--- src/verilog/sfep_pkg.sv ---
// Shared constants and types of the serial flash erase and power-down sequencer.
// Assumes a 100 MHz system clock that oversamples the serial link pins.
package sfep_pkg;

   // ==========================================================
   // Opcodes and frame lengths
   // ==========================================================
   localparam logic [7:0] OP_WRITE_ENABLE    = 8'h06;
   localparam logic [7:0] OP_SECTOR_ERASE    = 8'h20;
   localparam logic [7:0] OP_BLOCK32_ERASE   = 8'h52;
   localparam logic [7:0] OP_BLOCK64_ERASE   = 8'hD8;
   localparam logic [7:0] OP_ARRAY_ERASE_A   = 8'h60;
   localparam logic [7:0] OP_ARRAY_ERASE_B   = 8'hC7;
   localparam logic [7:0] OP_POWER_DOWN      = 8'hB9;
   localparam logic [7:0] OP_RELEASE_ID      = 8'hAB;
   localparam logic [5:0] OPCODE_BITS        = 6'h08;
   localparam logic [5:0] ADDR_FRAME_BITS    = 6'h20;
   localparam logic [5:0] BIT_COUNT_MAX      = 6'h3F;

   // ==========================================================
   // Array geometry
   // ==========================================================
   localparam int ARRAY_LOG2     = 21;
   localparam int SECTOR_LOG2    = 12;
   localparam int BLOCK32_LOG2   = 15;
   localparam int BLOCK64_LOG2   = 16;
   localparam int PROT_FINE_LOG2 = 12;
   localparam int PROT_WIDE_LOG2 = 16;
   localparam logic [2:0] PROT_ALL = 3'h7;

   // ==========================================================
   // Timing, figures in their own units, counts derived
   // ==========================================================
   localparam int CLK_PERIOD_NS               = 10;
   localparam int SECTOR_ERASE_TIME_US        = 50000;
   localparam int BLOCK32_ERASE_TIME_US       = 150000;
   localparam int BLOCK64_ERASE_TIME_US       = 200000;
   localparam int ARRAY_ERASE_TIME_US         = 8000000;
   localparam int POWER_DOWN_ENTRY_DELAY_NS   = 3000;
   localparam int FIRST_RELEASE_DELAY_NS      = 3000;
   localparam int SECOND_RELEASE_DELAY_NS     = 3000;
   localparam int CYCLES_PER_US = 1000 / CLK_PERIOD_NS;
   localparam int SECTOR_ERASE_CYCLES  = SECTOR_ERASE_TIME_US * CYCLES_PER_US;
   localparam int BLOCK32_ERASE_CYCLES = BLOCK32_ERASE_TIME_US * CYCLES_PER_US;
   localparam int BLOCK64_ERASE_CYCLES = BLOCK64_ERASE_TIME_US * CYCLES_PER_US;
   localparam int ARRAY_ERASE_CYCLES   = ARRAY_ERASE_TIME_US * CYCLES_PER_US;
   localparam int POWER_DOWN_ENTRY_CYCLES =
      (POWER_DOWN_ENTRY_DELAY_NS + CLK_PERIOD_NS - 1) / CLK_PERIOD_NS;
   localparam int FIRST_RELEASE_CYCLES =
      (FIRST_RELEASE_DELAY_NS + CLK_PERIOD_NS - 1) / CLK_PERIOD_NS;
   localparam int SECOND_RELEASE_CYCLES =
      (SECOND_RELEASE_DELAY_NS + CLK_PERIOD_NS - 1) / CLK_PERIOD_NS;

   // Arbitrary identifier value, not tied to any real part.
   localparam logic [7:0] DEVICE_ID_DEFAULT = 8'h5A;

   // ==========================================================
   // Types
   // ==========================================================
   typedef enum logic [1:0] {
      ERASE_SECTOR,
      ERASE_BLOCK32,
      ERASE_BLOCK64,
      ERASE_ARRAY
   } sfep_erase_kind_t;

   typedef enum logic [1:0] {
      MODE_NORMAL,
      MODE_ENTER_PD,
      MODE_POWER_DOWN,
      MODE_RELEASE
   } sfep_mode_t;

   typedef struct packed {
      sfep_erase_kind_t kind;
      logic [23:0]      addr;
   } sfep_erase_req_t;

endpackage

--- src/verilog/sfep_sync.sv ---
// Three-stage synchroniser with agreement filter for one pin input.
// Assumes the pin is asynchronous to i_clk and changes slowly against it.
`timescale 1ns/1ps
module sfep_sync #(
   parameter logic RESET_LEVEL = 1'b0
) (
   input  wire logic i_clk,
   input  wire logic i_resetn,
   input  wire logic i_pin,
   output logic      o_level
);

   typedef struct packed {
      logic [2:0] taps;
      logic       level;
   } sfep_sync_state_t;

   sfep_sync_state_t st;
   sfep_sync_state_t next_st;

   // Shift the pin in; the level follows only when stages two and three agree.
   always_comb begin
      next_st = st;
      next_st.taps = {st.taps[1:0], i_pin};
      if (st.taps[1] == st.taps[2]) begin
         next_st.level = st.taps[2];
      end
   end

   // Register the state.
   always_ff @(posedge i_clk) begin
      if (!i_resetn) begin
         st <= '{taps: {3{RESET_LEVEL}}, level: RESET_LEVEL};
      end else begin
         st <= next_st;
      end
   end

   assign o_level = st.level;

endmodule

--- src/verilog/sfep_timer.sv ---
// Loadable down-counter that times one self-timed interval.
// Assumes the load pulse comes from logic on the same clock.
`timescale 1ns/1ps
module sfep_timer #(
   parameter int W = 32
) (
   input  wire logic         i_clk,
   input  wire logic         i_resetn,
   input  wire logic         i_load,
   input  wire logic [W-1:0] i_count,
   output logic              o_busy,
   output logic              o_done
);

   typedef struct packed {
      logic [W-1:0] remaining;
      logic         busy;
      logic         done;
   } sfep_timer_state_t;

   sfep_timer_state_t st;
   sfep_timer_state_t next_st;

   // Count down while busy and pulse done for one cycle on expiry.
   always_comb begin
      next_st = st;
      next_st.done = 1'b0;
      if (i_load) begin
         next_st.remaining = i_count;
         next_st.busy = 1'b1;
      end else if (st.busy) begin
         if (st.remaining <= W'(1)) begin
            next_st.busy = 1'b0;
            next_st.done = 1'b1;
            next_st.remaining = '0;
         end else begin
            next_st.remaining = st.remaining - W'(1);
         end
      end
   end

   // Register the state.
   always_ff @(posedge i_clk) begin
      if (!i_resetn) begin
         st <= '0;
      end else begin
         st <= next_st;
      end
   end

   assign o_busy = st.busy;
   assign o_done = st.done;

endmodule

--- src/verilog/sfep_ctrl.sv ---
// Erase and power-state command sequencer of a serial NOR flash, device side.
// Assumes the host is the link master; pins are oversampled by i_clk.
`timescale 1ns/1ps
module sfep_ctrl #(
   parameter int         SECTOR_CYCLES  = sfep_pkg::SECTOR_ERASE_CYCLES,
   parameter int         BLOCK32_CYCLES = sfep_pkg::BLOCK32_ERASE_CYCLES,
   parameter int         BLOCK64_CYCLES = sfep_pkg::BLOCK64_ERASE_CYCLES,
   parameter int         ARRAY_CYCLES   = sfep_pkg::ARRAY_ERASE_CYCLES,
   parameter logic [7:0] DEVICE_ID      = sfep_pkg::DEVICE_ID_DEFAULT
) (
   input  wire logic                     i_clk,
   input  wire logic                     i_resetn,
   input  wire logic                     i_sclk,
   input  wire logic                     i_cs_n,
   input  wire logic                     i_si,
   output logic                          o_so,
   output logic                          o_so_oe,
   input  wire logic [4:0]               i_protect_bits,
   input  wire logic                     i_ext_busy,
   output logic                          o_write_enable_latch,
   output logic                          o_in_progress_flag,
   output logic                          o_erase_start,
   output sfep_pkg::sfep_erase_req_t     o_erase,
   output logic                          o_standby,
   output logic                          o_power_down
);

   // ==========================================================
   // State
   // ==========================================================
   typedef struct packed {
      logic                      cs_q;
      logic                      sclk_q;
      logic [31:0]               sr;
      logic [7:0]                opcode;
      logic [5:0]                cnt;
      logic [2:0]                id_idx;
      logic                      so;
      logic                      so_oe;
      logic                      write_enable_latch;
      sfep_pkg::sfep_mode_t      mode;
      logic                      erase_go;
      sfep_pkg::sfep_erase_req_t erase;
      logic                      mode_go;
      logic [31:0]               mode_count;
   } sfep_ctrl_state_t;

   sfep_ctrl_state_t st;
   sfep_ctrl_state_t next_st;

   logic        cs_n;
   logic        sclk;
   logic        si;
   logic        erase_busy;
   logic        erase_done;
   logic        mode_done;
   logic        busy;
   logic        id_phase;
   logic [31:0] erase_count;

   // ==========================================================
   // Pin synchronisers
   // ==========================================================
   sfep_sync #(.RESET_LEVEL(1'b1)) u_sync_cs (
      .i_clk    (i_clk),
      .i_resetn (i_resetn),
      .i_pin    (i_cs_n),
      .o_level  (cs_n)
   );

   sfep_sync #(.RESET_LEVEL(1'b0)) u_sync_sclk (
      .i_clk    (i_clk),
      .i_resetn (i_resetn),
      .i_pin    (i_sclk),
      .o_level  (sclk)
   );

   sfep_sync #(.RESET_LEVEL(1'b0)) u_sync_si (
      .i_clk    (i_clk),
      .i_resetn (i_resetn),
      .i_pin    (i_si),
      .o_level  (si)
   );

   // ==========================================================
   // Timers
   // ==========================================================
   // Erase duration follows the kind of the accepted request.
   always_comb begin
      unique case (st.erase.kind)
         sfep_pkg::ERASE_SECTOR:  erase_count = 32'(SECTOR_CYCLES);
         sfep_pkg::ERASE_BLOCK32: erase_count = 32'(BLOCK32_CYCLES);
         sfep_pkg::ERASE_BLOCK64: erase_count = 32'(BLOCK64_CYCLES);
         sfep_pkg::ERASE_ARRAY:   erase_count = 32'(ARRAY_CYCLES);
      endcase
   end

   sfep_timer #(.W(32)) u_erase_timer (
      .i_clk    (i_clk),
      .i_resetn (i_resetn),
      .i_load   (st.erase_go),
      .i_count  (erase_count),
      .o_busy   (erase_busy),
      .o_done   (erase_done)
   );

   sfep_timer #(.W(32)) u_mode_timer (
      .i_clk    (i_clk),
      .i_resetn (i_resetn),
      .i_load   (st.mode_go),
      .i_count  (st.mode_count),
      .o_busy   (),
      .o_done   (mode_done)
   );

   // ==========================================================
   // Protection check
   // ==========================================================
   // True when an erase unit of 2**lg bytes at addr meets the protected region.
   function automatic logic hits_protection(input logic [23:0] addr,
                                            input int          lg,
                                            input logic [4:0]  bp);
      logic [24:0] s;
      logic [24:0] e;
      logic [24:0] lo;
      logic [24:0] rs;
      int          rl;
      s = ({1'b0, addr} >> lg) << lg;
      s = s & ((25'h000_0001 << sfep_pkg::ARRAY_LOG2) - 25'h000_0001);
      e = s + (25'h000_0001 << lg);
      rl = (bp[4] ? sfep_pkg::PROT_FINE_LOG2 : sfep_pkg::PROT_WIDE_LOG2)
           + int'(bp[2:0]) - 1;
      if (bp[2:0] == sfep_pkg::PROT_ALL || rl > sfep_pkg::ARRAY_LOG2) begin
         rl = sfep_pkg::ARRAY_LOG2;
      end
      rs = 25'h000_0001 << rl;
      lo = bp[3] ? 25'h000_0000
                 : (25'h000_0001 << sfep_pkg::ARRAY_LOG2) - rs;
      return (bp[2:0] != 3'h0) && (s < lo + rs) && (e > lo);
   endfunction

   // ==========================================================
   // Sequencer
   // ==========================================================
   // Any running cycle, ours or another block's, counts as busy.
   assign busy = erase_busy | i_ext_busy;

   // identifier phase after opcode and three dummy bytes.
   // no identifier while a cycle runs.
   assign id_phase = (st.opcode == sfep_pkg::OP_RELEASE_ID) &&
                     (st.cnt >= sfep_pkg::ADDR_FRAME_BITS) && !busy &&
                     (st.mode == sfep_pkg::MODE_NORMAL ||
                      st.mode == sfep_pkg::MODE_POWER_DOWN);

   // Frame shifting, identifier output and command decode at frame end.
   always_comb begin
      next_st = st;
      next_st.cs_q = cs_n;
      next_st.sclk_q = sclk;
      next_st.erase_go = 1'b0;
      next_st.mode_go = 1'b0;
      if (!cs_n) begin
         if (st.cs_q) begin
            next_st.cnt = 6'h00;
            next_st.id_idx = 3'h0;
            next_st.opcode = 8'h00;
         end else if (sclk && !st.sclk_q) begin
            next_st.sr = {st.sr[30:0], si};
            if (st.cnt != sfep_pkg::BIT_COUNT_MAX) begin
               next_st.cnt = st.cnt + 6'h01;
            end
            if (st.cnt == sfep_pkg::OPCODE_BITS - 6'h01) begin
               next_st.opcode = {st.sr[6:0], si};
            end
         end else if (!sclk && st.sclk_q && id_phase) begin
            // index wraps so the identifier repeats.
            next_st.so = DEVICE_ID[3'h7 - st.id_idx];
            next_st.so_oe = 1'b1;
            next_st.id_idx = st.id_idx + 3'h1;
         end
      end else begin
         next_st.so_oe = 1'b0;
         if (!st.cs_q) begin
            unique case (st.mode)
               sfep_pkg::MODE_NORMAL: begin
                  // nothing is decoded while a cycle runs.
                  if (!busy) begin
                     // opcode-only commands need exactly eight bits.
                     if (st.cnt == sfep_pkg::OPCODE_BITS) begin
                        if (st.opcode == sfep_pkg::OP_WRITE_ENABLE) begin
                           next_st.write_enable_latch = 1'b1;
                        end
                        // only with every protect bit zero.
                        if ((st.opcode == sfep_pkg::OP_ARRAY_ERASE_A ||
                             st.opcode == sfep_pkg::OP_ARRAY_ERASE_B) &&
                            st.write_enable_latch && i_protect_bits == 5'h00) begin
                           next_st.erase_go = 1'b1;
                           next_st.erase = '{kind: sfep_pkg::ERASE_ARRAY,
                                             addr: 24'h00_0000};
                           next_st.write_enable_latch = 1'b0;
                        end
                        // mode goes to MODE_ENTER_PD now and to MODE_POWER_DOWN after the entry delay.
                        if (st.opcode == sfep_pkg::OP_POWER_DOWN) begin
                           next_st.mode = sfep_pkg::MODE_ENTER_PD;
                           next_st.mode_go = 1'b1;
                           next_st.mode_count =
                              32'(sfep_pkg::POWER_DOWN_ENTRY_CYCLES);
                        end
                     end
                     // address erases need exactly thirty-two bits.
                     if (st.cnt == sfep_pkg::ADDR_FRAME_BITS && st.write_enable_latch) begin
                        if (st.opcode == sfep_pkg::OP_SECTOR_ERASE &&
                            !hits_protection(st.sr[23:0], sfep_pkg::SECTOR_LOG2,
                                             i_protect_bits)) begin
                           next_st.erase_go = 1'b1;
                           next_st.erase = '{kind: sfep_pkg::ERASE_SECTOR,
                                             addr: st.sr[23:0]};
                           next_st.write_enable_latch = 1'b0;
                        end
                        if (st.opcode == sfep_pkg::OP_BLOCK32_ERASE &&
                            !hits_protection(st.sr[23:0], sfep_pkg::BLOCK32_LOG2,
                                             i_protect_bits)) begin
                           next_st.erase_go = 1'b1;
                           next_st.erase = '{kind: sfep_pkg::ERASE_BLOCK32,
                                             addr: st.sr[23:0]};
                           next_st.write_enable_latch = 1'b0;
                        end
                        if (st.opcode == sfep_pkg::OP_BLOCK64_ERASE &&
                            !hits_protection(st.sr[23:0], sfep_pkg::BLOCK64_LOG2,
                                             i_protect_bits)) begin
                           next_st.erase_go = 1'b1;
                           next_st.erase = '{kind: sfep_pkg::ERASE_BLOCK64,
                                             addr: st.sr[23:0]};
                           next_st.write_enable_latch = 1'b0;
                        end
                     end
                  end
               end
               sfep_pkg::MODE_POWER_DOWN: begin
                  if (st.opcode == sfep_pkg::OP_RELEASE_ID) begin
                     if (st.cnt == sfep_pkg::OPCODE_BITS) begin
                        next_st.mode = sfep_pkg::MODE_RELEASE;
                        next_st.mode_go = 1'b1;
                        next_st.mode_count =
                           32'(sfep_pkg::FIRST_RELEASE_CYCLES);
                     // identify release waits the second delay.
                     end else if (st.cnt >= sfep_pkg::ADDR_FRAME_BITS) begin
                        next_st.mode = sfep_pkg::MODE_RELEASE;
                        next_st.mode_go = 1'b1;
                        next_st.mode_count =
                           32'(sfep_pkg::SECOND_RELEASE_CYCLES);
                     end
                  end
               end
               sfep_pkg::MODE_ENTER_PD, sfep_pkg::MODE_RELEASE: begin
                  next_st.mode = st.mode;
               end
            endcase
         end
      end
      // Timed mode changes complete on the delay's expiry.
      if (mode_done) begin
         if (st.mode == sfep_pkg::MODE_ENTER_PD) begin
            next_st.mode = sfep_pkg::MODE_POWER_DOWN;
         end else if (st.mode == sfep_pkg::MODE_RELEASE) begin
            next_st.mode = sfep_pkg::MODE_NORMAL;
         end
      end
   end

   // reset is power-up and lands in standby unless i_ext_busy is high.
   always_ff @(posedge i_clk) begin
      if (!i_resetn) begin
         st <= '{cs_q: 1'b1, mode: sfep_pkg::MODE_NORMAL,
                 erase: '{kind: sfep_pkg::ERASE_SECTOR, addr: 24'h00_0000},
                 default: '0};
      end else begin
         st <= next_st;
      end
   end

   // ==========================================================
   // Outputs
   // ==========================================================
   assign o_so = st.so;
   assign o_so_oe = st.so_oe;
   assign o_write_enable_latch = st.write_enable_latch;
   // in-progress flag follows the erase timer.
   assign o_in_progress_flag = erase_busy;
   assign o_erase_start = st.erase_go;
   assign o_erase = st.erase;
   // standby when deselected, idle and awake.
   assign o_standby = cs_n && !busy && (st.mode == sfep_pkg::MODE_NORMAL);
   assign o_power_down = (st.mode == sfep_pkg::MODE_POWER_DOWN);

endmodule

--- config.mk ---
export PLATFORM = sky130hd
export DESIGN_NAME = sfep_ctrl
export DESIGN_NICKNAME = d
export VERILOG_FILES = /design/src/verilog/sfep_pkg.sv /design/src/verilog/sfep_sync.sv /design/src/verilog/sfep_timer.sv /design/src/verilog/sfep_ctrl.sv
export SDC_FILE = /design/constraint.sdc
export NUM_CORES = 1
export LEC_CHECK = 0
export ABC_CLOCK_PERIOD_IN_PS = 25200
export BUFFER_PORTS_ARGS = -buffer_cell sky130_fd_sc_hd__buf_4
export CAP_MARGIN = 20
export CORE_ASPECT_RATIO = 0.75
export CORE_MARGIN = 3
export CORE_UTILIZATION = 60
export DETAILED_ROUTE_END_ITERATION = 16
export GPL_TIMING_DRIVEN = 0
export PLACE_DENSITY = 0.87
export SYNTH_ARGS = -nofsm -noshare
export SYNTH_HDL_FRONTEND = slang
export SYNTH_SLANG_ARGS = --single-unit
--- constraint.sdc ---
create_clock -name i_clk -period 25.2 [get_ports i_clk]
set_input_delay 5.04 -clock i_clk [delete_from_list [all_inputs] [get_ports i_clk]]
set_output_delay 5.04 -clock i_clk [all_outputs]
set_load 0.02 [all_outputs]
==> results.sh, run 1 <==
export IMPL_grt_antenna_before_repair=0
export IMPL_track_usage_pct=31.58
export IMPL_slew_limit_headroom_pct=26.90
export IMPL_ios=44
export IMPL_drive_above_1_share_pct=9.209
export IMPL_die_h_um=120.5
export IMPL_post_cts_resized=0
export IMPL_worst_slew_pin_slew_ns=1.088
export IMPL_synth_cell_type_count=82
export IMPL_p_clk_share_pct=42.3
export IMPL_cts_max_level=4
export IMPL_tritoncts="built"
export IMPL_num_rows=41
export IMPL_async_reset_ff_share_pct=0
export IMPL_sequentialPowerShare_pct=41.3
export IMPL_final_common_cell="nand2_1"
export IMPL_sw_frac_of_total_pct=29.88
export IMPL_synthFlopType="dfxtp_1"
export IMPL_clock_sinks=156
export IMPL_synth_warnings=0
export IMPL_comb_power_share_pct=16.3
export IMPL_core_area_sq_mm=0.01698
export IMPL_vias_per_cell=6.397
export IMPL_area_delta_synth_final_pct=11.36
export IMPL_cp_common_cell="ha_1"
export IMPL_crit_required_ns=25.57
export IMPL_synth_avg_cell_area_sq_um=7.531
export IMPL_hold_viol_final=0
export IMPL_p_leak_nw=4.746
export IMPL_arrival_ns=13.94
export IMPL_final_cells=1702
export IMPL_grt_pass1_vias=9864
export IMPL_dr_pass1_iters=7
export IMPL_critPathKind="in2reg"
export IMPL_switchingPower_mw=0.1787
export IMPL_post_cts_buffers=0
export IMPL_finalPower_mw=0.5980
export IMPL_nets=1539
export IMPL_grt_max_degree=17
export IMPL_drc_errors=0
export IMPL_critPathSlowestCell="ha_1"
export IMPL_cts_buffer_depth=2
export IMPL_drt_total_wl_um=30400
export IMPL_holdCritPathClass="reg2reg"
export IMPL_hpwl_um=22280
export IMPL_final_min_clock_period_ns=13.57
export IMPL_worst_setup_path_end_kind="flop"
export IMPL_max_freq_mhz=73.69
export IMPL_ant_nets=0
export IMPL_syn_nets=1477
export IMPL_synth_edf_count=0
export IMPL_outcome="completed"
export IMPL_vias=10890
export IMPL_setup_viol=0
export IMPL_maxSlewViolCount=0
export IMPL_initial_core_util_pct=61.74
export IMPL_grt_overflow=0
export IMPL_syn_area_sq_mm=0.01048
export IMPL_cts_made_buffers=17
export IMPL_fin_area_sq_mm=0.01167
export IMPL_power_density_mw_per_mm2=51.22
export IMPL_die_x_um=158.6
export IMPL_cts_root_buf="clkbuf_16"
export IMPL_yosysSeqAreaShare_pct=29.79
export IMPL_finalCritPeriodShare_pct=53.85
export IMPL_place_inst=1671
export IMPL_clk_pin_slew_worst_paths_ns=0.07
export IMPL_p_int_mw=0.4193
export IMPL_gp_congestion=0.9896
export IMPL_grt_pass1_wl_um=49200
export IMPL_start_kind="input pin"
export IMPL_path_buf_inv=7
export IMPL_tns_ns=0
export IMPL_mostFrequentLayoutCells="157 x nand2_1, 156 x dfxtp_1, 148 x nor2_1, 146 x a21oi_1, 77 x o21ai_0"
export IMPL_io_buffers=43
export IMPL_antenna_cells=0
export IMPL_hold_buffers=0
export IMPL_wl_per_cell_um=17.86
export IMPL_grt_setup_unrepaired="false"
export IMPL_cpLargestDelayFamily="compound AO/OA/AOI/OAI gates"
export IMPL_syn_inst=1392
export IMPL_synth_seq_cells=156
export IMPL_r2r_slack_ns=21.35
export IMPL_placed_cell_area_sq_mm=0.01110
export IMPL_fin_skew_ns=0.01234
export IMPL_crit_fanout=10
export IMPL_irDropWorstVdd_mv=0.03939
export IMPL_maxCapViolations=0
export IMPL_critical_path_max_stage_delay_ns=0.53
export IMPL_clock_latency_ns=0.43
export IMPL_dieArea_sq_mm=0.01911
export IMPL_drt_initial_drc_count=1801
## per-layer routing
metal / global-route usage [%] / routed length, um / share of wire [%]
met1: 47.37 / 13670 / 45
met2: 45.13 / 12770 / 42
met3: 8.014 / 3536 / 12
met4: 7.684 / 427 / 1.4
met5: 0 / 0 / 0
## synthesized netlist by cell type, drive strengths merged (14+ instances only)
cell	count	area (sq um)
nor2	148	555.5
nand2b	14	87.58
nor4	18	112.6
and2	21	131.4
nand3	32	160.2
xnor2	21	191.4
xor2	15	131.4
or3	19	118.9
inv	46	172.7
o21ai	80	400.4
nand4	20	125.1
nor3b	17	127.6
buf	41	286.5
a31oi	21	131.4
nor3	65	336.6
clkbuf	63	236.5
a21o	19	142.6
o211ai	14	115.1
ha	72	900.9
nand2	157	589.3
a21oi	148	748.2
a22o	25	219.0
dfxtp	156	3123
## layout make-up
class | instances | area [sq um]
Buffer | 104 | 523.0
Tap cell | 236 | 295.3
Clock buffer | 17 | 425.4
Timing Repair Buffer | 43 | 322.8
Multi-Input combinational cell | 1085 | 6661
Sequential cell | 156 | 3123
Clock inverter | 14 | 147.6
Fill cell | 1409 | 5305
Inverter | 47 | 176.4
## path summary, 6_finish.rpt
check                                          start                   end  cells past startpoint
worst max-delay path               i_protect_bits[0]            o_erase[7]                     33
worst min-delay path            u_sync_cs.next_st[2]  u_sync_cs.next_st[3]                      1
worst max register to register                st[98]            o_erase[7]                     16
worst min register to register  u_sync_cs.next_st[2]  u_sync_cs.next_st[3]                      1
## registers in the layout, summed over array words and instances, names as in the netlist, 2 cells and up
signal               cells
st                      47
u_erase_timer.st        32
u_mode_timer.st         32
o_erase                 26
u_sync_cs.next_st        2
u_sync_sclk.next_st      2
u_sync_si.next_st        2
## logic make-up after synthesis
family                   count (synthesis)  share of synthesized area [%]
AND/OR/NAND/NOR                        573                          26.79
flip-flops                             156                          29.79
AO/OA/AOI/OAI                          397                          24.20
XOR/XNOR                                36                          3.079
adder cells (fa/ha/maj)                 74                          8.975
multiplexers                             5                         0.4893
buffers and inverters                  151                          6.671
## power groups by stage
stage	sequential, mW	combinational [mW]	clock [mW]
5_1_grt	0.247	0.106	0.263
2_1_floorplan	0.253	0.0683	0
3_3_place_gp	0.253	0.0921	0
3_5_place_dp	0.253	0.0931	0
6_report	0.247	0.0976	0.253
4_1_cts	0.247	0.0938	0.254
## stage by stage
step                      hold WS [ns]  util [%]  setup WS [ns]
after global placement          0.3915     65.38          11.71
after detailed placement        0.3968     65.38          11.66
after CTS                       0.4087     68.76          12.10
after floorplan                 0.3863         -          13.39
final                           0.4030     68.76          11.63
after global routing            0.4283     68.76          11.11
Note: power is estimated with default switching activity, not from simulation.
==> inputs of run 2 (changes only) <==
--- a/config.mk
+++ b/config.mk
@@ -5,15 +5,15 @@
 export SDC_FILE = /design/constraint.sdc
 export NUM_CORES = 1
 export LEC_CHECK = 0
-export ABC_CLOCK_PERIOD_IN_PS = 25200
+export ABC_CLOCK_PERIOD_IN_PS = 11900
 export BUFFER_PORTS_ARGS = -buffer_cell sky130_fd_sc_hd__buf_4
 export CAP_MARGIN = 20
 export CORE_ASPECT_RATIO = 0.75
 export CORE_MARGIN = 3
-export CORE_UTILIZATION = 60
+export CORE_UTILIZATION = 57
 export DETAILED_ROUTE_END_ITERATION = 16
 export GPL_TIMING_DRIVEN = 0
-export PLACE_DENSITY = 0.87
+export PLACE_DENSITY = 0.86
 export SYNTH_ARGS = -nofsm -noshare
 export SYNTH_HDL_FRONTEND = slang
 export SYNTH_SLANG_ARGS = --single-unit
==> constraint.sdc (replaced) <==
create_clock -name i_clk -period 11.9 [get_ports i_clk]
set_input_delay 2.38 -clock i_clk [delete_from_list [all_inputs] [get_ports i_clk]]
set_output_delay 2.38 -clock i_clk [all_outputs]
set_load 0.02 [all_outputs]
==> run 2 against run 1 <==
Compared with the run above: utilization down 3.0 points; non-clock buffer count did not move; power grew 120%; first-iteration DRC count decreased by 23%; critical path type unchanged.
==> results.sh, run 2 (same netlist as run 1, synthesis figures left out) <==
export IMPL_ant_nets=0
export IMPL_cts_buffer_depth=2
export IMPL_wl_per_cell_um=17.69
export IMPL_min_delay_path_depth=1
export IMPL_antenna_cells=0
export IMPL_placed_cell_area_sq_mm=0.01111
export IMPL_grt_busiest_layer="met1"
export IMPL_io_buffers=43
export IMPL_p_leak_nw=4.772
export IMPL_die_x_um=162.6
export IMPL_slew_limit_headroom_pct=27.73
export IMPL_start_kind="input pin"
export IMPL_vias_per_cell=6.377
export IMPL_path_buf_inv=7
export IMPL_grt_setup_unrepaired="false"
export IMPL_finalCritPeriodShare_pct=91.48
export IMPL_track_usage_pct=30.20
export IMPL_hold_viol_final=0
export IMPL_worst_setup_path_end_kind="flop"
export IMPL_fin_area_sq_mm=0.01172
export IMPL_cts_root_buf="clkbuf_16"
export IMPL_worst_r2r_endpoint="o_erase[13]"
export IMPL_setup_slack_ns=1.014
export IMPL_drive_above_1_share_pct=9.271
export IMPL_grt_antenna_before_repair=0
export IMPL_area_delta_synth_final_pct=11.76
export IMPL_cts_max_level=4
export IMPL_arrival_ns=11.26
export IMPL_place_ws_ns=0.9381
export IMPL_final_common_cell="nand2_1"
export IMPL_seq_area_sq_mm=0.003123
export IMPL_gr_usage_met3_pct=7.334
export IMPL_grt_max_degree=17
export IMPL_vias=10900
export IMPL_critPathKind="in2reg"
export IMPL_dieArea_sq_mm=0.02007
export IMPL_setup_viol=0
export IMPL_tns_ns=0
export IMPL_clock_sinks=156
export IMPL_tritoncts="built"
export IMPL_post_cts_resized=0
export IMPL_gp_congestion=0.9703
export IMPL_mostFrequentLayoutCells="157 x nand2_1, 156 x dfxtp_1, 148 x nor2_1, 146 x a21oi_1, 77 x o21ai_0"
export IMPL_clk_pin_slew_worst_paths_ns=0.07
export IMPL_hold_buffers=0
export IMPL_holdCritPathClass="reg2reg"
export IMPL_core_area_sq_mm=0.01781
export IMPL_fin_skew_ns=0.01586
export IMPL_max_freq_mhz=91.86
export IMPL_irDropWorstVdd_mv=0.08178
export IMPL_worstReg2RegStart="st[98]"
export IMPL_finalPower_mw=1.293
export IMPL_gr_usage_met1_pct=45.08
export IMPL_drc_errors=0
export IMPL_drt_initial_drc_count=1393
export IMPL_r2r_cells=16
export IMPL_hold_end="u_sync_cs.next_st[3]"
export IMPL_final_min_clock_period_ns=10.89
export IMPL_cp_common_cell="ha_1"
export IMPL_ios=44
export IMPL_crit_required_ns=12.27
export IMPL_nets=1539
export IMPL_r2r_slack_ns=8.07
export IMPL_initial_core_util_pct=58.85
export IMPL_num_rows=42
export IMPL_multi_input_area_sq_mm=0.006661
export IMPL_worst_slew_pin_slew_ns=1.076
export IMPL_drt_total_wl_um=30240
export IMPL_power_density_mw_per_mm2=110.4
export IMPL_largestRegisters="st (47), u_erase_timer.st (32), u_mode_timer.st (32)"
export IMPL_critPathSlowestCell="nor4_1"
export IMPL_grt_pass1_vias=9873
export IMPL_grt_pass1_wl_um=49600
export IMPL_hpwl_um=22030
export IMPL_maxCapViolations=0
export IMPL_dr_pass1_iters=7
export IMPL_nFillCells=1439
export IMPL_largest_register="st"
export IMPL_cts_made_buffers=17
export IMPL_die_h_um=123.5
export IMPL_critical_path_max_stage_delay_ns=0.54
export IMPL_timing_hold_ws_ns=0.4099
export IMPL_clock_latency_ns=0.43
export IMPL_post_cts_buffers=0
export IMPL_largest_reg_flops=47
export IMPL_outcome="completed"
export IMPL_use_met2_pct=43.76
export IMPL_hold_start="u_sync_cs.next_st[2]"
export IMPL_cpLargestDelayFamily="compound AO/OA/AOI/OAI gates"
export IMPL_crit_fanout=10
export IMPL_maxSlewViolCount=0
export IMPL_grt_overflow=0
[run 2: through the flow]
| step | utilization (%) | instances |
|---|---|---|
| after detailed placement | 62.36 | 1677 |
| after global placement | 62.36 | 1677 |
| after floorplan | - | 1392 |
| final | 65.77 | 1709 |
| after global routing | 65.77 | 1709 |
| after CTS | 65.77 | 1709 |
[run 2: worst max-delay path by stage]
| stage | start | depth (start not counted) | to | slack, ns |
|---|---|---|---|---|
| 3_3_place_gp | i_protect_bits[0] | 33 | o_erase[5] | 1.10 |
| 4_1_cts | i_protect_bits[0] | 33 | o_erase[21] | 1.37 |
| 2_1_floorplan | i_protect_bits[4] | 36 | o_erase[18] | 2.75 |
| 3_5_place_dp | i_protect_bits[0] | 33 | o_erase[12] | 0.94 |
| 6_report | i_protect_bits[0] | 33 | o_erase[13] | 1.01 |
| 5_1_grt | i_protect_bits[0] | 33 | o_erase[9] | 0.53 |
[run 2: routing by layer]
metal	vias up	wire [um]
li1	5149	-
met1	5050	13710
met2	627	12370
met3	73	3547
met4	0	612
met5	-	0
[run 2: layout make-up]
| type | instances | share of cell area, % |
|---|---|---|
| well taps | 242 | 2.584 |
| flip-flops and latches | 156 | 26.66 |
| repair buffers | 43 | 2.755 |
| multi-input cells | 1085 | 56.86 |
| clock inverters | 14 | 1.431 |
| inverters | 47 | 1.506 |
| plain buffers | 104 | 4.464 |
| clock buffers | 18 | 3.748 |
[run 2: where the power goes]
group	total, mW	switching (mW)	internal (mW)
logic	0.206	0.136	0.0696
clock network	0.564	0.241	0.323
registers	0.524	0.000472	0.523
==> inputs of run 3 (changes only) <==
--- a/config.mk
+++ b/config.mk
@@ -14,6 +14,7 @@
 export DETAILED_ROUTE_END_ITERATION = 16
 export GPL_TIMING_DRIVEN = 0
 export PLACE_DENSITY = 0.86
+export RECOVER_POWER = 50
 export SYNTH_ARGS = -nofsm -noshare
 export SYNTH_HDL_FRONTEND = slang
 export SYNTH_SLANG_ARGS = --single-unit
==> run 3 against run 2 <==
Compared with the run above: hold slack barely moved; cell area fell by 0.51%; global-route usage did not move; clock power barely moved; count of clock-buffer cells in the layout did not move; critical endpoint unchanged; largest cell class unchanged.
==> results.sh, run 3 (same netlist as run 1, synthesis figures left out) <==
export IMPL_nFillCells=1459
export IMPL_largest_register="st"
export IMPL_worst_slew_pin_slew_ns=1.032
export IMPL_finalCritPeriodShare_pct=92.05
export IMPL_grt_pass1_vias=9873
export IMPL_area_delta_synth_final_pct=11.18
export IMPL_crit_required_ns=12.27
export IMPL_clock_sinks=156
export IMPL_initial_core_util_pct=58.85
export IMPL_largestRegisters="st (47), u_erase_timer.st (32), u_mode_timer.st (32)"
export IMPL_vias_per_cell=6.366
export IMPL_crit_fanout=10
export IMPL_hold_start="u_sync_cs.next_st[2]"
export IMPL_hold_viol_final=0
export IMPL_hold_buffers=0
export IMPL_r2r_cells=16
export IMPL_finalPower_mw=1.291
export IMPL_maxCapViolations=0
export IMPL_cts_root_buf="clkbuf_16"
export IMPL_grt_max_degree=17
export IMPL_max_freq_mhz=91.29
export IMPL_place_inst=1677
export IMPL_critical_path_max_stage_delay_ns=0.57
export IMPL_track_usage_pct=30.20
export IMPL_dr_pass1_iters=6
export IMPL_setup_slack_ns=0.9459
export IMPL_irDropWorstVdd_mv=0.08104
export IMPL_critPathKind="in2reg"
export IMPL_ant_nets=0
export IMPL_ios=44
export IMPL_worst_r2r_endpoint="o_erase[13]"
export IMPL_grt_setup_unrepaired="false"
export IMPL_grt_pass1_wl_um=49600
export IMPL_die_x_um=162.6
export IMPL_cts_made_buffers=17
export IMPL_drive_above_1_share_pct=8.180
export IMPL_slew_limit_headroom_pct=30.66
export IMPL_post_cts_buffers=0
export IMPL_core_area_sq_mm=0.01781
export IMPL_wl_per_cell_um=17.73
export IMPL_cts_buffer_depth=2
export IMPL_grt_antenna_before_repair=0
export IMPL_setup_viol=0
export IMPL_worst_setup_path_end_kind="flop"
export IMPL_tritoncts="built"
export IMPL_maxSlewViolCount=0
export IMPL_cts_max_level=4
export IMPL_clock_latency_ns=0.43
export IMPL_nets=1539
export IMPL_num_rows=42
export IMPL_hold_end="u_sync_cs.next_st[3]"
export IMPL_drc_errors=0
export IMPL_drt_total_wl_um=30310
export IMPL_final_cells=1709
export IMPL_power_density_mw_per_mm2=110.8
export IMPL_start_kind="input pin"
export IMPL_critPathSlowestCell="nor4_1"
export IMPL_dieArea_sq_mm=0.02007
export IMPL_hpwl_um=22030
export IMPL_mostFrequentLayoutCells="157 x nand2_1, 156 x dfxtp_1, 148 x nor2_1, 146 x a21oi_1, 80 x clkbuf_1"
export IMPL_post_cts_resized=0
export IMPL_tns_ns=0
export IMPL_worstReg2RegStart="st[98]"
export IMPL_p_leak_nw=4.697
export IMPL_min_delay_path_depth=1
export IMPL_vias=10880
export IMPL_drt_initial_drc_count=1361
export IMPL_io_buffers=43
export IMPL_final_common_cell="nand2_1"
export IMPL_outcome="completed"
export IMPL_holdCritPathClass="reg2reg"
export IMPL_final_min_clock_period_ns=10.95
export IMPL_largest_reg_flops=47
export IMPL_clk_pin_slew_worst_paths_ns=0.07
export IMPL_gp_congestion=0.9703
export IMPL_antenna_cells=0
export IMPL_place_ws_ns=0.9381
export IMPL_r2r_slack_ns=8.09
export IMPL_arrival_ns=11.32
export IMPL_die_h_um=123.5
export IMPL_grt_overflow=0
export IMPL_cp_common_cell="ha_1"
export IMPL_fin_skew_ns=0.01530
==> run 3: how the worst max path moves through the flow <==
stage,endpoint,start
3_5_place_dp,o_erase[12],i_protect_bits[0]
2_1_floorplan,o_erase[18],i_protect_bits[4]
4_1_cts,o_erase[21],i_protect_bits[0]
3_3_place_gp,o_erase[5],i_protect_bits[0]
6_report,o_erase[13],i_protect_bits[0]
5_1_grt,o_erase[9],i_protect_bits[0]
==> run 3: layout make-up <==
cell class | count | area, sq um | area share [%]
well taps | 242 | 302.8 | 2.598
clock inverters | 14 | 167.7 | 1.438
flip-flops and latches | 156 | 3123 | 26.79
repair buffers | 43 | 262.8 | 2.254
plain buffers | 104 | 523.0 | 4.487
clock buffers | 18 | 439.2 | 3.768
multi-input cells | 1085 | 6661 | 57.15
inverters | 47 | 176.4 | 1.514
==> run 3: worst max-delay path: cells and delay by family <==
kind | cells | cell delay, ns
buffers and inverters | 7 | 2.13
adders and majority gates | 4 | 1.32
and+or+nand+nor | 8 | 2.37
xor gates and xnor gates | 1 | 0.16
AOI/OAI and AO/OA | 13 | 2.93
==> run 3: through the flow <==
stage               hold WS [ns]  cell area, sq um  util [%]
floorplan                 0.3863             10480         -
global placement          0.3902             11110     62.36
detailed placement        0.3962             11110     62.36
CTS                       0.4120             11720     65.77
global route              0.4212             11660     65.43
finish                    0.4100             11660     65.43
==> run 3: routing by layer <==
layer / vias to the layer above / wire length (um) / part of all wire (%) / track usage (%)
li1: 5145 / - / - / -
met3: 55 / 3622 / 12 / 7.334
met5: - / 0 / 0 / 0
met1: 5055 / 13620 / 45 / 45.08
met4: 0 / 513 / 1.7 / 7.237
met2: 625 / 12550 / 41 / 43.76
==> run 3: power by group <==
part	internal [mW]	switching, mW	total (mW)
Clock	0.323	0.239	0.562
Sequential	0.523	0.000473	0.524
Combinational	0.0692	0.136	0.206
